File: src/shared/bsea_pkg.sv
// bsea_pkg: constants for the bit-serial nonvolatile array access block
// assumes nothing beyond a SystemVerilog compiler
package bsea_pkg;
  // ************************************************************
  // register map
  // ************************************************************
  localparam logic [7:0] BSEA_SELECT_ADDR = 8'h0e;
  localparam logic [7:0] BSEA_STATUS_ADDR = 8'h0f;
  localparam logic [7:0] BSEA_SELECT_RESET = 8'h00;
  // ************************************************************
  // status/control bit positions
  // ************************************************************
  localparam int BSEA_FIRST_COL_BIT = 0;
  localparam int BSEA_UNUSED_BIT = 1;
  localparam int BSEA_PUMP_CLK_BIT = 2;
  localparam int BSEA_PUMP_EN_BIT = 3;
  localparam int BSEA_BULK_BIT = 4;
  localparam int BSEA_PROGRAM_BIT = 5;
  localparam int BSEA_ROW_ERASE_BIT = 6;
  localparam int BSEA_DATA_BIT = 7;
  // ************************************************************
  // array geometry and timing
  // ************************************************************
  localparam int BSEA_ROWS = 16;
  localparam int BSEA_COLS = 8;
  localparam int BSEA_CLK_MHZ = 100;
  localparam int BSEA_PUMP_START_US = 10;
  localparam int BSEA_PUMP_START_CYC = BSEA_PUMP_START_US * BSEA_CLK_MHZ;
  localparam int BSEA_RING_DIV = 4;
  localparam logic [BSEA_COLS-1:0] BSEA_ERASED_ROW = 8'h00;
  typedef enum logic [1:0] {
    BSEA_PUMP_OFF,
    BSEA_PUMP_START,
    BSEA_PUMP_ON
  } bsea_pump_type;
endpackage

File: src/rtl/bsea_decoder.sv
// bsea_decoder: one-hot decoder for a row or column index
// assumes a binary index driven from a register
`timescale 1ns/1ps
`default_nettype none
module bsea_decoder #(
  parameter int WIDTH = 3
) (
  // index in
  input wire logic [WIDTH-1:0] index,
  // one-hot out
  output logic [(1<<WIDTH)-1:0] oneHot
);
  always_comb begin
    oneHot = '0;
    oneHot[index] = 1'b1;
  end
endmodule
`default_nettype wire

File: src/rtl/bsea_array.sv
// bsea_array: 16 x 8 nonvolatile store with one shared sense output
// assumes row and column selects are one-hot
`timescale 1ns/1ps
`default_nettype none
module bsea_array
  import bsea_pkg::*;
(
  // clock
  input wire logic core_clk,
  // selects
  input wire logic [BSEA_ROWS-1:0] rowSel,
  input wire logic [BSEA_COLS-1:0] colSel,
  // high-voltage actions, already gated by the pump
  input wire logic programBit,
  input wire logic eraseRow,
  input wire logic eraseAll,
  // sense output, registered
  output logic senseData
);
  // contents survive reset: the array is nonvolatile
  logic [BSEA_COLS-1:0] cellsReg [BSEA_ROWS];
  logic senseNext;

  always_ff @(posedge core_clk) begin
    for (int r = 0; r < BSEA_ROWS; r++) begin
      if (eraseAll || (eraseRow && rowSel[r])) begin
        cellsReg[r] <= BSEA_ERASED_ROW;
      end else if (programBit && rowSel[r]) begin
        cellsReg[r] <= cellsReg[r] | colSel;
      end
    end
  end

  always_comb begin
    senseNext = 1'b0;
    for (int r = 0; r < BSEA_ROWS; r++) begin
      if (rowSel[r]) begin
        senseNext = |(cellsReg[r] & colSel);
      end
    end
  end

  always_ff @(posedge core_clk) begin
    senseData <= senseNext;
  end
endmodule
`default_nettype wire

File: src/rtl/bsea_top.sv
// bsea_top: register access to a bit-serial nonvolatile array
// assumes a single-cycle register port; read data one cycle later
//
// Chosen here: the plain strobed port.
`timescale 1ns/1ps
`default_nettype none
// Function
// RULE1 - 128-bit array, 16 rows of 8, one bit routed to a sense amp
// RULE2 - bit select register at 0x0e, read/write, cleared by reset
// RULE3 - bits 6:3 pick the row, bits 2:0 the column, separate decoders
// RULE4 - top select bit is plain storage, no part in decoding
// RULE5 - status/control at 0x0f, five user bits, bit 1 reads zero
// RULE6 - reset clears controls; first-column flag set, data shows bit 0
// RULE7 - first-column flag is one exactly when column zero is selected
// RULE8 - pump clock source bit read/write; set bus clock, clear ring osc
// RULE9 - software keeps ring oscillator selected below 1 MHz bus clock
// RULE10 - pump active only with enable plus a program or erase bit; here, once started, it stays active on program/erase bits alone
// RULE11 - pump runs until program/erase bits clear; full stop needs all clear
// RULE12 - sensed data undefined while pump enable is set
// RULE13 - pump enable read/write, cleared in reset
// RULE14 - software always enables pump to program or erase
// RULE15 - data bit read-only, shows sense amp for selected bit
// RULE16 - program with pump active writes one to the addressed bit
// RULE17 - row erase with pump active clears the addressed row
// RULE18 - bulk erase clears everything; row plus bulk also erases all
// RULE19 - status/control bit positions fixed as constants
// RULE20 - pump startup is a cycle count before array effects
module bsea_top
  import bsea_pkg::*;
(
  // clock and reset
  input wire logic core_clk,
  input wire logic sys_rst,
  // register port
  input wire logic [7:0] regAddr,
  input wire logic [7:0] regWrData,
  input wire logic regWrite,
  input wire logic regRead,
  output logic [7:0] regRdData,
  // pump observation
  output logic pumpActive,
  output logic pumpClock
);
  // ************************************************************
  // registers
  // ************************************************************
  logic [7:0] selectReg;
  logic pumpClkSelReg;
  logic pumpEnReg;
  logic programReg;
  logic rowEraseReg;
  logic bulkReg;
  logic [7:0] statusView;
  logic [7:0] rdNext;
  logic firstColumnFlag;
  logic senseData;
  logic anyAction;

  always_ff @(posedge core_clk) begin
    if (sys_rst) begin
      selectReg <= BSEA_SELECT_RESET; // RULE2
    end else if (regWrite && regAddr == BSEA_SELECT_ADDR) begin
      selectReg <= regWrData; // RULE2 RULE4
    end
  end

  always_ff @(posedge core_clk) begin
    if (sys_rst) begin
      pumpClkSelReg <= 1'b0; // RULE8
      pumpEnReg <= 1'b0; // RULE13
      programReg <= 1'b0; // RULE6
      rowEraseReg <= 1'b0;
      bulkReg <= 1'b0;
    end else if (regWrite && regAddr == BSEA_STATUS_ADDR) begin
      pumpClkSelReg <= regWrData[BSEA_PUMP_CLK_BIT]; // RULE8 RULE19
      pumpEnReg <= regWrData[BSEA_PUMP_EN_BIT]; // RULE13
      programReg <= regWrData[BSEA_PROGRAM_BIT];
      rowEraseReg <= regWrData[BSEA_ROW_ERASE_BIT];
      bulkReg <= regWrData[BSEA_BULK_BIT];
    end
  end

  // ************************************************************
  // decoders and array
  // ************************************************************
  logic [BSEA_ROWS-1:0] rowSel;
  logic [BSEA_COLS-1:0] colSel;

  bsea_decoder #(.WIDTH(4)) rowDecoder (
    .index(selectReg[6:3]), // RULE3
    .oneHot(rowSel)
  );

  bsea_decoder #(.WIDTH(3)) colDecoder (
    .index(selectReg[2:0]), // RULE3
    .oneHot(colSel)
  );

  assign firstColumnFlag = colSel[0]; // RULE7

  // ************************************************************
  // charge pump
  // ************************************************************
  // ring oscillator stands in as a divided enable of the one clock
  logic [7:0] ringCntReg;
  logic ringTick;
  always_ff @(posedge core_clk) begin
    if (sys_rst) begin
      ringCntReg <= 8'h00;
    end else if (ringCntReg == 8'(BSEA_RING_DIV - 1)) begin
      ringCntReg <= 8'h00;
    end else begin
      ringCntReg <= ringCntReg + 8'h01;
    end
  end
  assign ringTick = (ringCntReg == 8'h00);

  bsea_pump_type pumpStateReg;
  logic [15:0] startCntReg;
  assign anyAction = programReg | rowEraseReg | bulkReg;

  always_ff @(posedge core_clk) begin
    if (sys_rst) begin
      pumpStateReg <= BSEA_PUMP_OFF;
      startCntReg <= 16'h0000;
    end else begin
      unique case (pumpStateReg)
        BSEA_PUMP_OFF: begin
          if (pumpEnReg && anyAction) begin
            pumpStateReg <= BSEA_PUMP_START; // RULE10
            startCntReg <= 16'h0000;
          end
        end
        BSEA_PUMP_START: begin
          if (!anyAction) begin
            pumpStateReg <= BSEA_PUMP_OFF;
          end else if (startCntReg == 16'(BSEA_PUMP_START_CYC - 1)) begin
            pumpStateReg <= BSEA_PUMP_ON; // RULE20
          end else begin
            startCntReg <= startCntReg + 16'h0001;
          end
        end
        BSEA_PUMP_ON: begin
          // keeps running on action bits alone; stops once all are clear
          if (!anyAction) begin
            pumpStateReg <= BSEA_PUMP_OFF; // RULE11
          end
        end
      endcase
    end
  end

  assign pumpActive = (pumpStateReg != BSEA_PUMP_OFF); // RULE10
  assign pumpClock = pumpActive & (pumpClkSelReg ? 1'b1 : ringTick); // RULE8

  bsea_array array (
    .core_clk(core_clk),
    .rowSel(rowSel),
    .colSel(colSel), // RULE1
    .programBit(pumpStateReg == BSEA_PUMP_ON && programReg), // RULE16
    .eraseRow(pumpStateReg == BSEA_PUMP_ON && rowEraseReg), // RULE17
    .eraseAll(pumpStateReg == BSEA_PUMP_ON && bulkReg), // RULE18
    .senseData(senseData) // RULE15
  );

  // ************************************************************
  // read path
  // ************************************************************
  // data forced to zero while pump enabled: value is undefined there
  always_comb begin
    statusView = 8'h00;
    statusView[BSEA_FIRST_COL_BIT] = firstColumnFlag; // RULE6
    statusView[BSEA_UNUSED_BIT] = 1'b0; // RULE5
    statusView[BSEA_PUMP_CLK_BIT] = pumpClkSelReg;
    statusView[BSEA_PUMP_EN_BIT] = pumpEnReg;
    statusView[BSEA_BULK_BIT] = bulkReg;
    statusView[BSEA_PROGRAM_BIT] = programReg;
    statusView[BSEA_ROW_ERASE_BIT] = rowEraseReg;
    statusView[BSEA_DATA_BIT] = senseData & ~pumpEnReg; // RULE12 RULE15
  end

  always_comb begin
    unique case (regAddr)
      BSEA_SELECT_ADDR: rdNext = selectReg;
      BSEA_STATUS_ADDR: rdNext = statusView; // RULE5
      default: rdNext = 8'h00;
    endcase
  end

  always_ff @(posedge core_clk) begin
    if (sys_rst) begin
      regRdData <= 8'h00;
    end else if (regRead) begin
      regRdData <= rdNext;
    end else begin
      regRdData <= 8'h00;
    end
  end
endmodule
`default_nettype wire

File: config.mk
export PLATFORM = sky130hd
export DESIGN_NAME = bsea_top
export DESIGN_NICKNAME = d
export VERILOG_FILES = /design/src/shared/bsea_pkg.sv /design/src/rtl/bsea_decoder.sv /design/src/rtl/bsea_array.sv /design/src/rtl/bsea_top.sv
export SDC_FILE = /design/constraint.sdc
export NUM_CORES = 1
export LEC_CHECK = 0
export ABC_AREA = 1
export BUFFER_PORTS_ARGS = -buffer_cell sky130_fd_sc_hd__buf_2
export CAP_MARGIN = 20
export CORE_MARGIN = 4
export CORE_UTILIZATION = 50
export CTS_BUF_LIST = sky130_fd_sc_hd__clkbuf_8
export DETAILED_ROUTE_END_ITERATION = 6
export PLACE_DENSITY_LB_ADDON = 0.25
export SLEW_MARGIN = 0
export SYNTH_ARGS = -nofsm -noshare
export SYNTH_HDL_FRONTEND = slang
export SYNTH_SLANG_ARGS = --single-unit
export TNS_END_PERCENT = 100
File: constraint.sdc
create_clock -name core_clk -period 1.9 [get_ports core_clk]
set_input_delay 0.285 -clock core_clk [delete_from_list [all_inputs] [get_ports core_clk]]
set_output_delay 0.285 -clock core_clk [all_outputs]
set_load 0.01 [all_outputs]
Word-level counts from Yosys, hierarchy flattened
Memory sizes are Yosys's and may differ from the RTL's.
Cells that the tools add are included.
{"block": "classes", "add_sub_neg": 2, "magnitude_cmp": 4, "n_eq_ne": 11, "mux": 127, "bitwise_logic": 54, "reduce_logical": 80}
{"operator": "bitwise AND 8 bit", "count": 16}
{"operator": "two-way mux 8 bit", "count": 16}
{"operator": "bitwise OR 8 bit", "count": 16}
{"operator": "OR reduction 8 bit", "count": 16}
{"operator": "two-way mux 1 bit", "count": 99}
{"operator": "two-way mux 16 bit", "count": 3}
{"operator": "logical AND 1 bit", "count": 40}
{"operator": "one-hot mux 16 bit (2 select lines)", "count": 1}
{"operator": "bitwise OR 1 bit", "count": 18}
{"operator": "adder 16 x 1 -> 16 bit, second input constant", "count": 1}
{"operator": "equality test 16 x 10 -> 1 bit, second input constant", "count": 1}
{"operator": "equality test 8 x 4 -> 1 bit, second input constant", "count": 2}
{"operator": "logical OR 1 bit", "count": 16}
{"operator": "one-hot mux 8 bit (2 select lines)", "count": 1}
{"operator": "adder 8 x 1 -> 8 bit, second input constant", "count": 1}
{"operator": "equality test 8 x 2 -> 1 bit, second input constant", "count": 1}
{"operator": "zero test 8 bit", "count": 1}
{"operator": "two-way mux 2 bit", "count": 4}
{"operator": "!= test 2 bit, second input constant", "count": 4}
{"operator": "one-hot mux 2 bit (3 select lines)", "count": 1}
{"operator": "less-than comparator 4 x 5 -> 1 bit, second input constant", "count": 1}
{"operator": "demux 1 bit (select 4 bit)", "count": 1}
{"operator": ">= comparator 4 x 1 -> 1 bit, second input constant", "count": 1}
{"operator": "less-than comparator 3 x 4 -> 1 bit, second input constant", "count": 1}
{"operator": "12 further kinds", "count": 16}
{"block": "word_totals", "regBits": 48, "mem_bits_rw": 128, "output_inout_bits": 10, "wordCells": 290, "n_memories": 1}
{"memory": "array.cellsReg", "words": 16, "word_bits": 8, "read_ports": 16, "rd_ports_with_merged_regs": 0, "wr": 16, "line_no": "bsea_array.sv:21", "text": "logic [BSEA_COLS-1:0] cellsReg [BSEA_ROWS];"}

Longest topological paths before layout
{"block": "logic_depth", "ltp_word": 22, "depth_mapped": 15, "mapped_depth_nobuf": 15}

Hierarchy
Synthesis repeated with hierarchy kept, for this count alone.
{"block": "hier_totals", "cells_unflattened": 1062, "hier_area_um2": 8844.7}
{"mod": "bsea_array", "instances": 1, "cells_per_inst": 653, "area_per_inst_um2": 6243.5, "seq_area_each_um2": 3863.7}
{"mod": "bsea_top", "instances": 1, "cells_per_inst": 366, "area_per_inst_um2": 2439.8, "seq_area_each_um2": 940.9}
{"mod": "bsea_decoder (rowDecoder)", "instances": 1, "cells_per_inst": 28, "area_per_inst_um2": 105.1, "seq_area_each_um2": 0.0}
{"mod": "bsea_decoder (colDecoder)", "instances": 1, "cells_per_inst": 15, "area_per_inst_um2": 56.3, "seq_area_each_um2": 0.0}

Worst setup path before layout
No wires, ideal clock.
{"block": "synth_timing", "kind": "flip-flop to flip-flop", "start": "reg pumpStateReg[0]", "end": "mem array.cellsReg[0][0] (enable)", "arrival_time_ps": 1604, "required_ps": 1563, "setup_slack_ps": -40, "path_stages_with_launch": 9, "period_less_slack_ps": 1940, "path_cell_list": "dfxtp_1 > inv_1 > ha_1 > nand2_1 > inv_1 > clkbuf_1 > buf_1 > nand2_1 > nand3_1"}
{"element": "start: declaration", "line_no": "bsea_top.sv:118", "text": "bsea_pump_type pumpStateReg;"}
{"element": "start signal: assignment", "line_no": "bsea_top.sv:124", "text": "pumpStateReg <= BSEA_PUMP_OFF;"}
{"element": "start signal: assignment", "line_no": "bsea_top.sv:130", "text": "pumpStateReg <= BSEA_PUMP_START;"}
{"element": "start signal: assignment", "line_no": "bsea_top.sv:136", "text": "pumpStateReg <= BSEA_PUMP_OFF;"}
{"element": "end: declaration", "line_no": "bsea_array.sv:21"}

Worst setup path in the final report
{"block": "layout_timing", "start": "reg selectReg[0]", "end": "reg array.senseData"}
{"block": "layout_between", "elab_chain_len": 22}
{"element": "start: declaration", "line_no": "bsea_top.sv:47", "text": "logic [7:0] selectReg;"}
{"element": "start signal: assignment", "line_no": "bsea_top.sv:63", "text": "selectReg <= regWrData;"}
{"element": "less-than comparator 3 x 4 -> 1 bit (not written as such) / >= comparator 3 x 1 -> 1 bit (equally long branches)", "line_no": "bsea_decoder.sv:15", "text": "oneHot[index] = 1'b1;"}
{"element": "logical AND 1 bit (not written as such)", "line_no": "bsea_decoder.sv:15"}
{"element": "two-way mux 1 bit (not written as such)", "line_no": "bsea_decoder.sv:15"}
{"element": "demux 1 bit (select 3 bit) *"}
{"element": "bitwise AND 8 bit", "line_no": "bsea_array.sv:38", "text": "senseNext = |(cellsReg[r] & colSel);"}
{"element": "OR reduction 8 bit", "line_no": "bsea_array.sv:38"}
{"element": "two-way mux 1 bit (15 in a row)", "line_no": "bsea_array.sv:37", "text": "if (rowSel[r]) begin"}
{"element": "two-way mux 1 bit *", "line_no": "bsea_array.sv:37"}
{"element": "via array.senseNext", "line_no": "bsea_array.sv:22", "text": "logic senseNext;"}
{"element": "end signal: assignment", "line_no": "bsea_array.sv:44", "text": "senseData <= senseNext;"}
{"element": "end: declaration", "line_no": "bsea_array.sv:18", "text": "output logic senseData"}
The timed path passes the listed nets; every way through them passes the cells marked *.
A chain may end at the register's enable or synchronous reset.

==> results.ini <==
[run_status]
status = complete, but fails checks
violations = negative setup slack

[layout]
finish.utilization_pct = 61.6
areaGrowthSynthToFinish_pct = 20.8
drive_above_1_share_pct = 21.3
stdcell_area_sq_um = 10200
stdcell_count = 1286
layout.cells.most_common_list = inv_1 (170), a21oi_1 (157), edfxtp_1 (128), nand2_1 (100), buf_4 (92)
antenna_cells = 0
nets = 1079
layout_commonest_cell = inv_1

[synth]
synth-simple-area-share_pct = 16.2
ys_seq_area_share_pct = 56.8
yosys.area_share.adder_pct = 0.888
synthXorXnorAreaFrac_pct = 0.104
synth_top_family_by_area = simple AND/OR/NAND/NOR gates
netlist_area_sq_um = 8460
synth.area.mux_share_pct = 0
ys_types = 38
synth_edf_count = 128
synth_compound_area_share_pct = 15.9
syn_inst = 940
avgSynthCellArea_sq_um = 9.00
async_reset_ff_share_pct = 0
syn_nets = 966
ys_ff_latch = 176
yosysWarnings = 0
synthFlopType = edfxtp_1

[global_route]
grt_pass1_wl_microns = 33500
first_global_vias = 6638
grt_max_degree = 33
antenna_found_initial = 0
grt-ovfl-total = 0
grt.total_usage_pct = 21.4

[routing]
wire_per_inst_microns = 15.9
dr.pass1.iters = 5
antenna_left = 0
first_iter_violations = 496
routed_wirelength_microns = 20400
dr_total_vias = 6989
vias_per_cell = 5.43
drcViolationCount = 0

[placement]
dp_hpwl_microns = 14400
place_inst = 1236
gp_congestion = 0.892
numPortBuffers = 29
place_ws_ns = -0.158
dpl-instance-area_sq_um = 9410

[worst_setup_path]
cpMaxStageDelayCell = o41ai_2
crit_cells = 8
cp-end-kind = flip-flop
endpoint = array.senseData
cp.arrival_ns = 2.27
cp-start-kind = flip-flop
critPathBufInv = 4
crit_type = flip-flop to flip-flop
ff2ff_path_depth = 8
rr_startpoint = selectReg[0]
worst-path-max-fanout = 11
r2r_setup_slack_ns = -0.0004
cp_slowest_stage_delay_ns = 0.41
path_common_cell = buf_4
crit_family = buffers and inverters
crit_start = selectReg[0]
worstReg2RegEnd = array.senseData
crit_chain = buf_4 -> nand3_2 -> buf_12 -> buf_4 -> o22ai_1 -> o41ai_2 -> buf_4 -> nand4_1
required_ns = 2.27

[floorplan]
die_h_microns = 138
die_area_sq_um = 19100
die_x_microns = 138
num_rows = 47
start_util_pct = 51.0
io_pins = 30
core_sq_um = 16600

[sta]
period_minus_slack_ns = 1.90
fin_skew_ns = 0.0179
hold_slack_ns = 0.0846
hold_violations = 0
setup_viol = 1
worst-slew-pin-transition_ns = 0.415
relSlewSlack_pct = 72.2
fin_crit_sh_pct = 100
max_clock_freq_mhz = 526
rsz0062_at_grt = yes
setup_tns_ns = -0.000445
report.final.slew_viol_count = 0
setup_ws_ns = -0.000445

[power]
finalPower_mw = 6.99
p_leak_nw = 4.51
vdd_drop_max_mv = 0.406
p_per_area_nw_per_um2 = 685

[cts]
clk_pin_slew_ns = 0.10
tritoncts = done
clock_latency_ns = 0.48
h-tree-depth = 4
clock-root-buffer = clkbuf_8
numCtsBuffers = 17
clock-sinks = 176
clk_path_buf_depth = 2

[run]
cap_violations = 0

[worst_hold_path]
hold_class = primary input to flip-flop

==> repair_timing <==
action,in CTS,in global routing
hold buffers,1,0
endpoints found under the hold margin,2,0
buffers inserted,2,15
setup endpoints to repair,3,212
resized for setup,10,60
pin swaps,4,27
==> flip-flops by register name, summed over array words and instances, names as in the netlist <==
| register | flops |
|---|---|
| programReg | 1 |
| array.senseData | 1 |
| bulkReg | 1 |
| pumpStateReg | 2 |
| rowEraseReg | 1 |
| selectReg | 8 |
| ringCntReg | 8 |
| pumpEnReg | 1 |
| pumpClkSelReg | 1 |
| regRdData | 8 |
| array.cellsReg | 128 |
| startCntReg | 16 |
==> where the power goes <==
part / internal [mW] / switching, mW / leakage [nW]
logic: 0.0920 / 0.119 / 2.82
registers: 4.07 / 0.0139 / 1.48
clock network: 1.26 / 1.43 / 0.214
total: 5.43 / 1.57 / 4.51
==> routing by layer <==
layer	vias to the layer above	part of all wire (%)	GRT usage, %	wire length (microns)
li1	3471	-	-	-
met1	3284	46	29.5	9390
met2	199	47	33.8	9550
met3	35	5.3	4.49	1080
met4	0	2.1	7.23	429
met5	-	0	0	0
==> how the worst min path moves through the flow <==
stage | start | endpoint | slack (ns) | depth (start not counted)
after global placement | ringCntReg[0] | ringCntReg[0] | 0.43 | 1
after detailed placement | ringCntReg[0] | ringCntReg[0] | 0.44 | 1
after global routing | regWrData[7] | selectReg[7] | 0.07 | 3
after floorplan | sys_rst | pumpStateReg[1] | 0.35 | 1
final | regWrData[7] | selectReg[7] | 0.08 | 3
after CTS | regWrData[7] | selectReg[7] | 0.05 | 3
==> synthesized netlist by cell type (2+ instances only) <==
master	instances	share of area [%]
inv_1	173	7.7
clkbuf_1	12	0.53
buf_2	10	0.59
inv_2	4	0.18
o22ai_1	40	3.0
ha_1	6	0.89
buf_4	2	0.18
o21ai_1	3	0.18
nand3_2	2	0.24
edfxtp_1	128	45
nor2_1	81	3.6
a211oi_1	3	0.27
nor3b_1	4	0.36
nor4_1	4	0.30
nand2_2	2	0.15
or2_2	2	0.15
nand4_1	45	3.3
o41ai_1	6	0.62
a221oi_1	3	0.31
nor3_1	10	0.59
nand3_1	37	2.2
a21oi_1	159	9.4
o21ai_0	22	1.3
buf_6	3	0.40
buf_1	10	0.44
o211ai_1	7	0.62
dfxtp_1	48	11
nand2_1	104	4.6
==> cells by family after synthesis <==
group,count (synthesis)
compound gates,245
xor+xnor,1
fa+ha+maj,6
buf+inv,216
flops,176
simple gates,296
==> area by class of cell <==
cell class / instances / area [sq um]
Fill cell: 1425 / 6370
Sequential cell: 176 / 4830
Multi-Input combinational cell: 548 / 3020
Timing Repair Buffer: 131 / 1010
Inverter: 179 / 677
Tap cell: 220 / 275
Clock buffer: 19 / 262
Clock inverter: 13 / 148
==> worst min-delay path: cells and delay by family <==
family                 cells  cell delay [ns]
AOI/OAI and AO/OA          1             0.06
buffers and inverters      1             0.10
and+or+nand+nor            1             0.08
(Power assumes the default switching activity.)
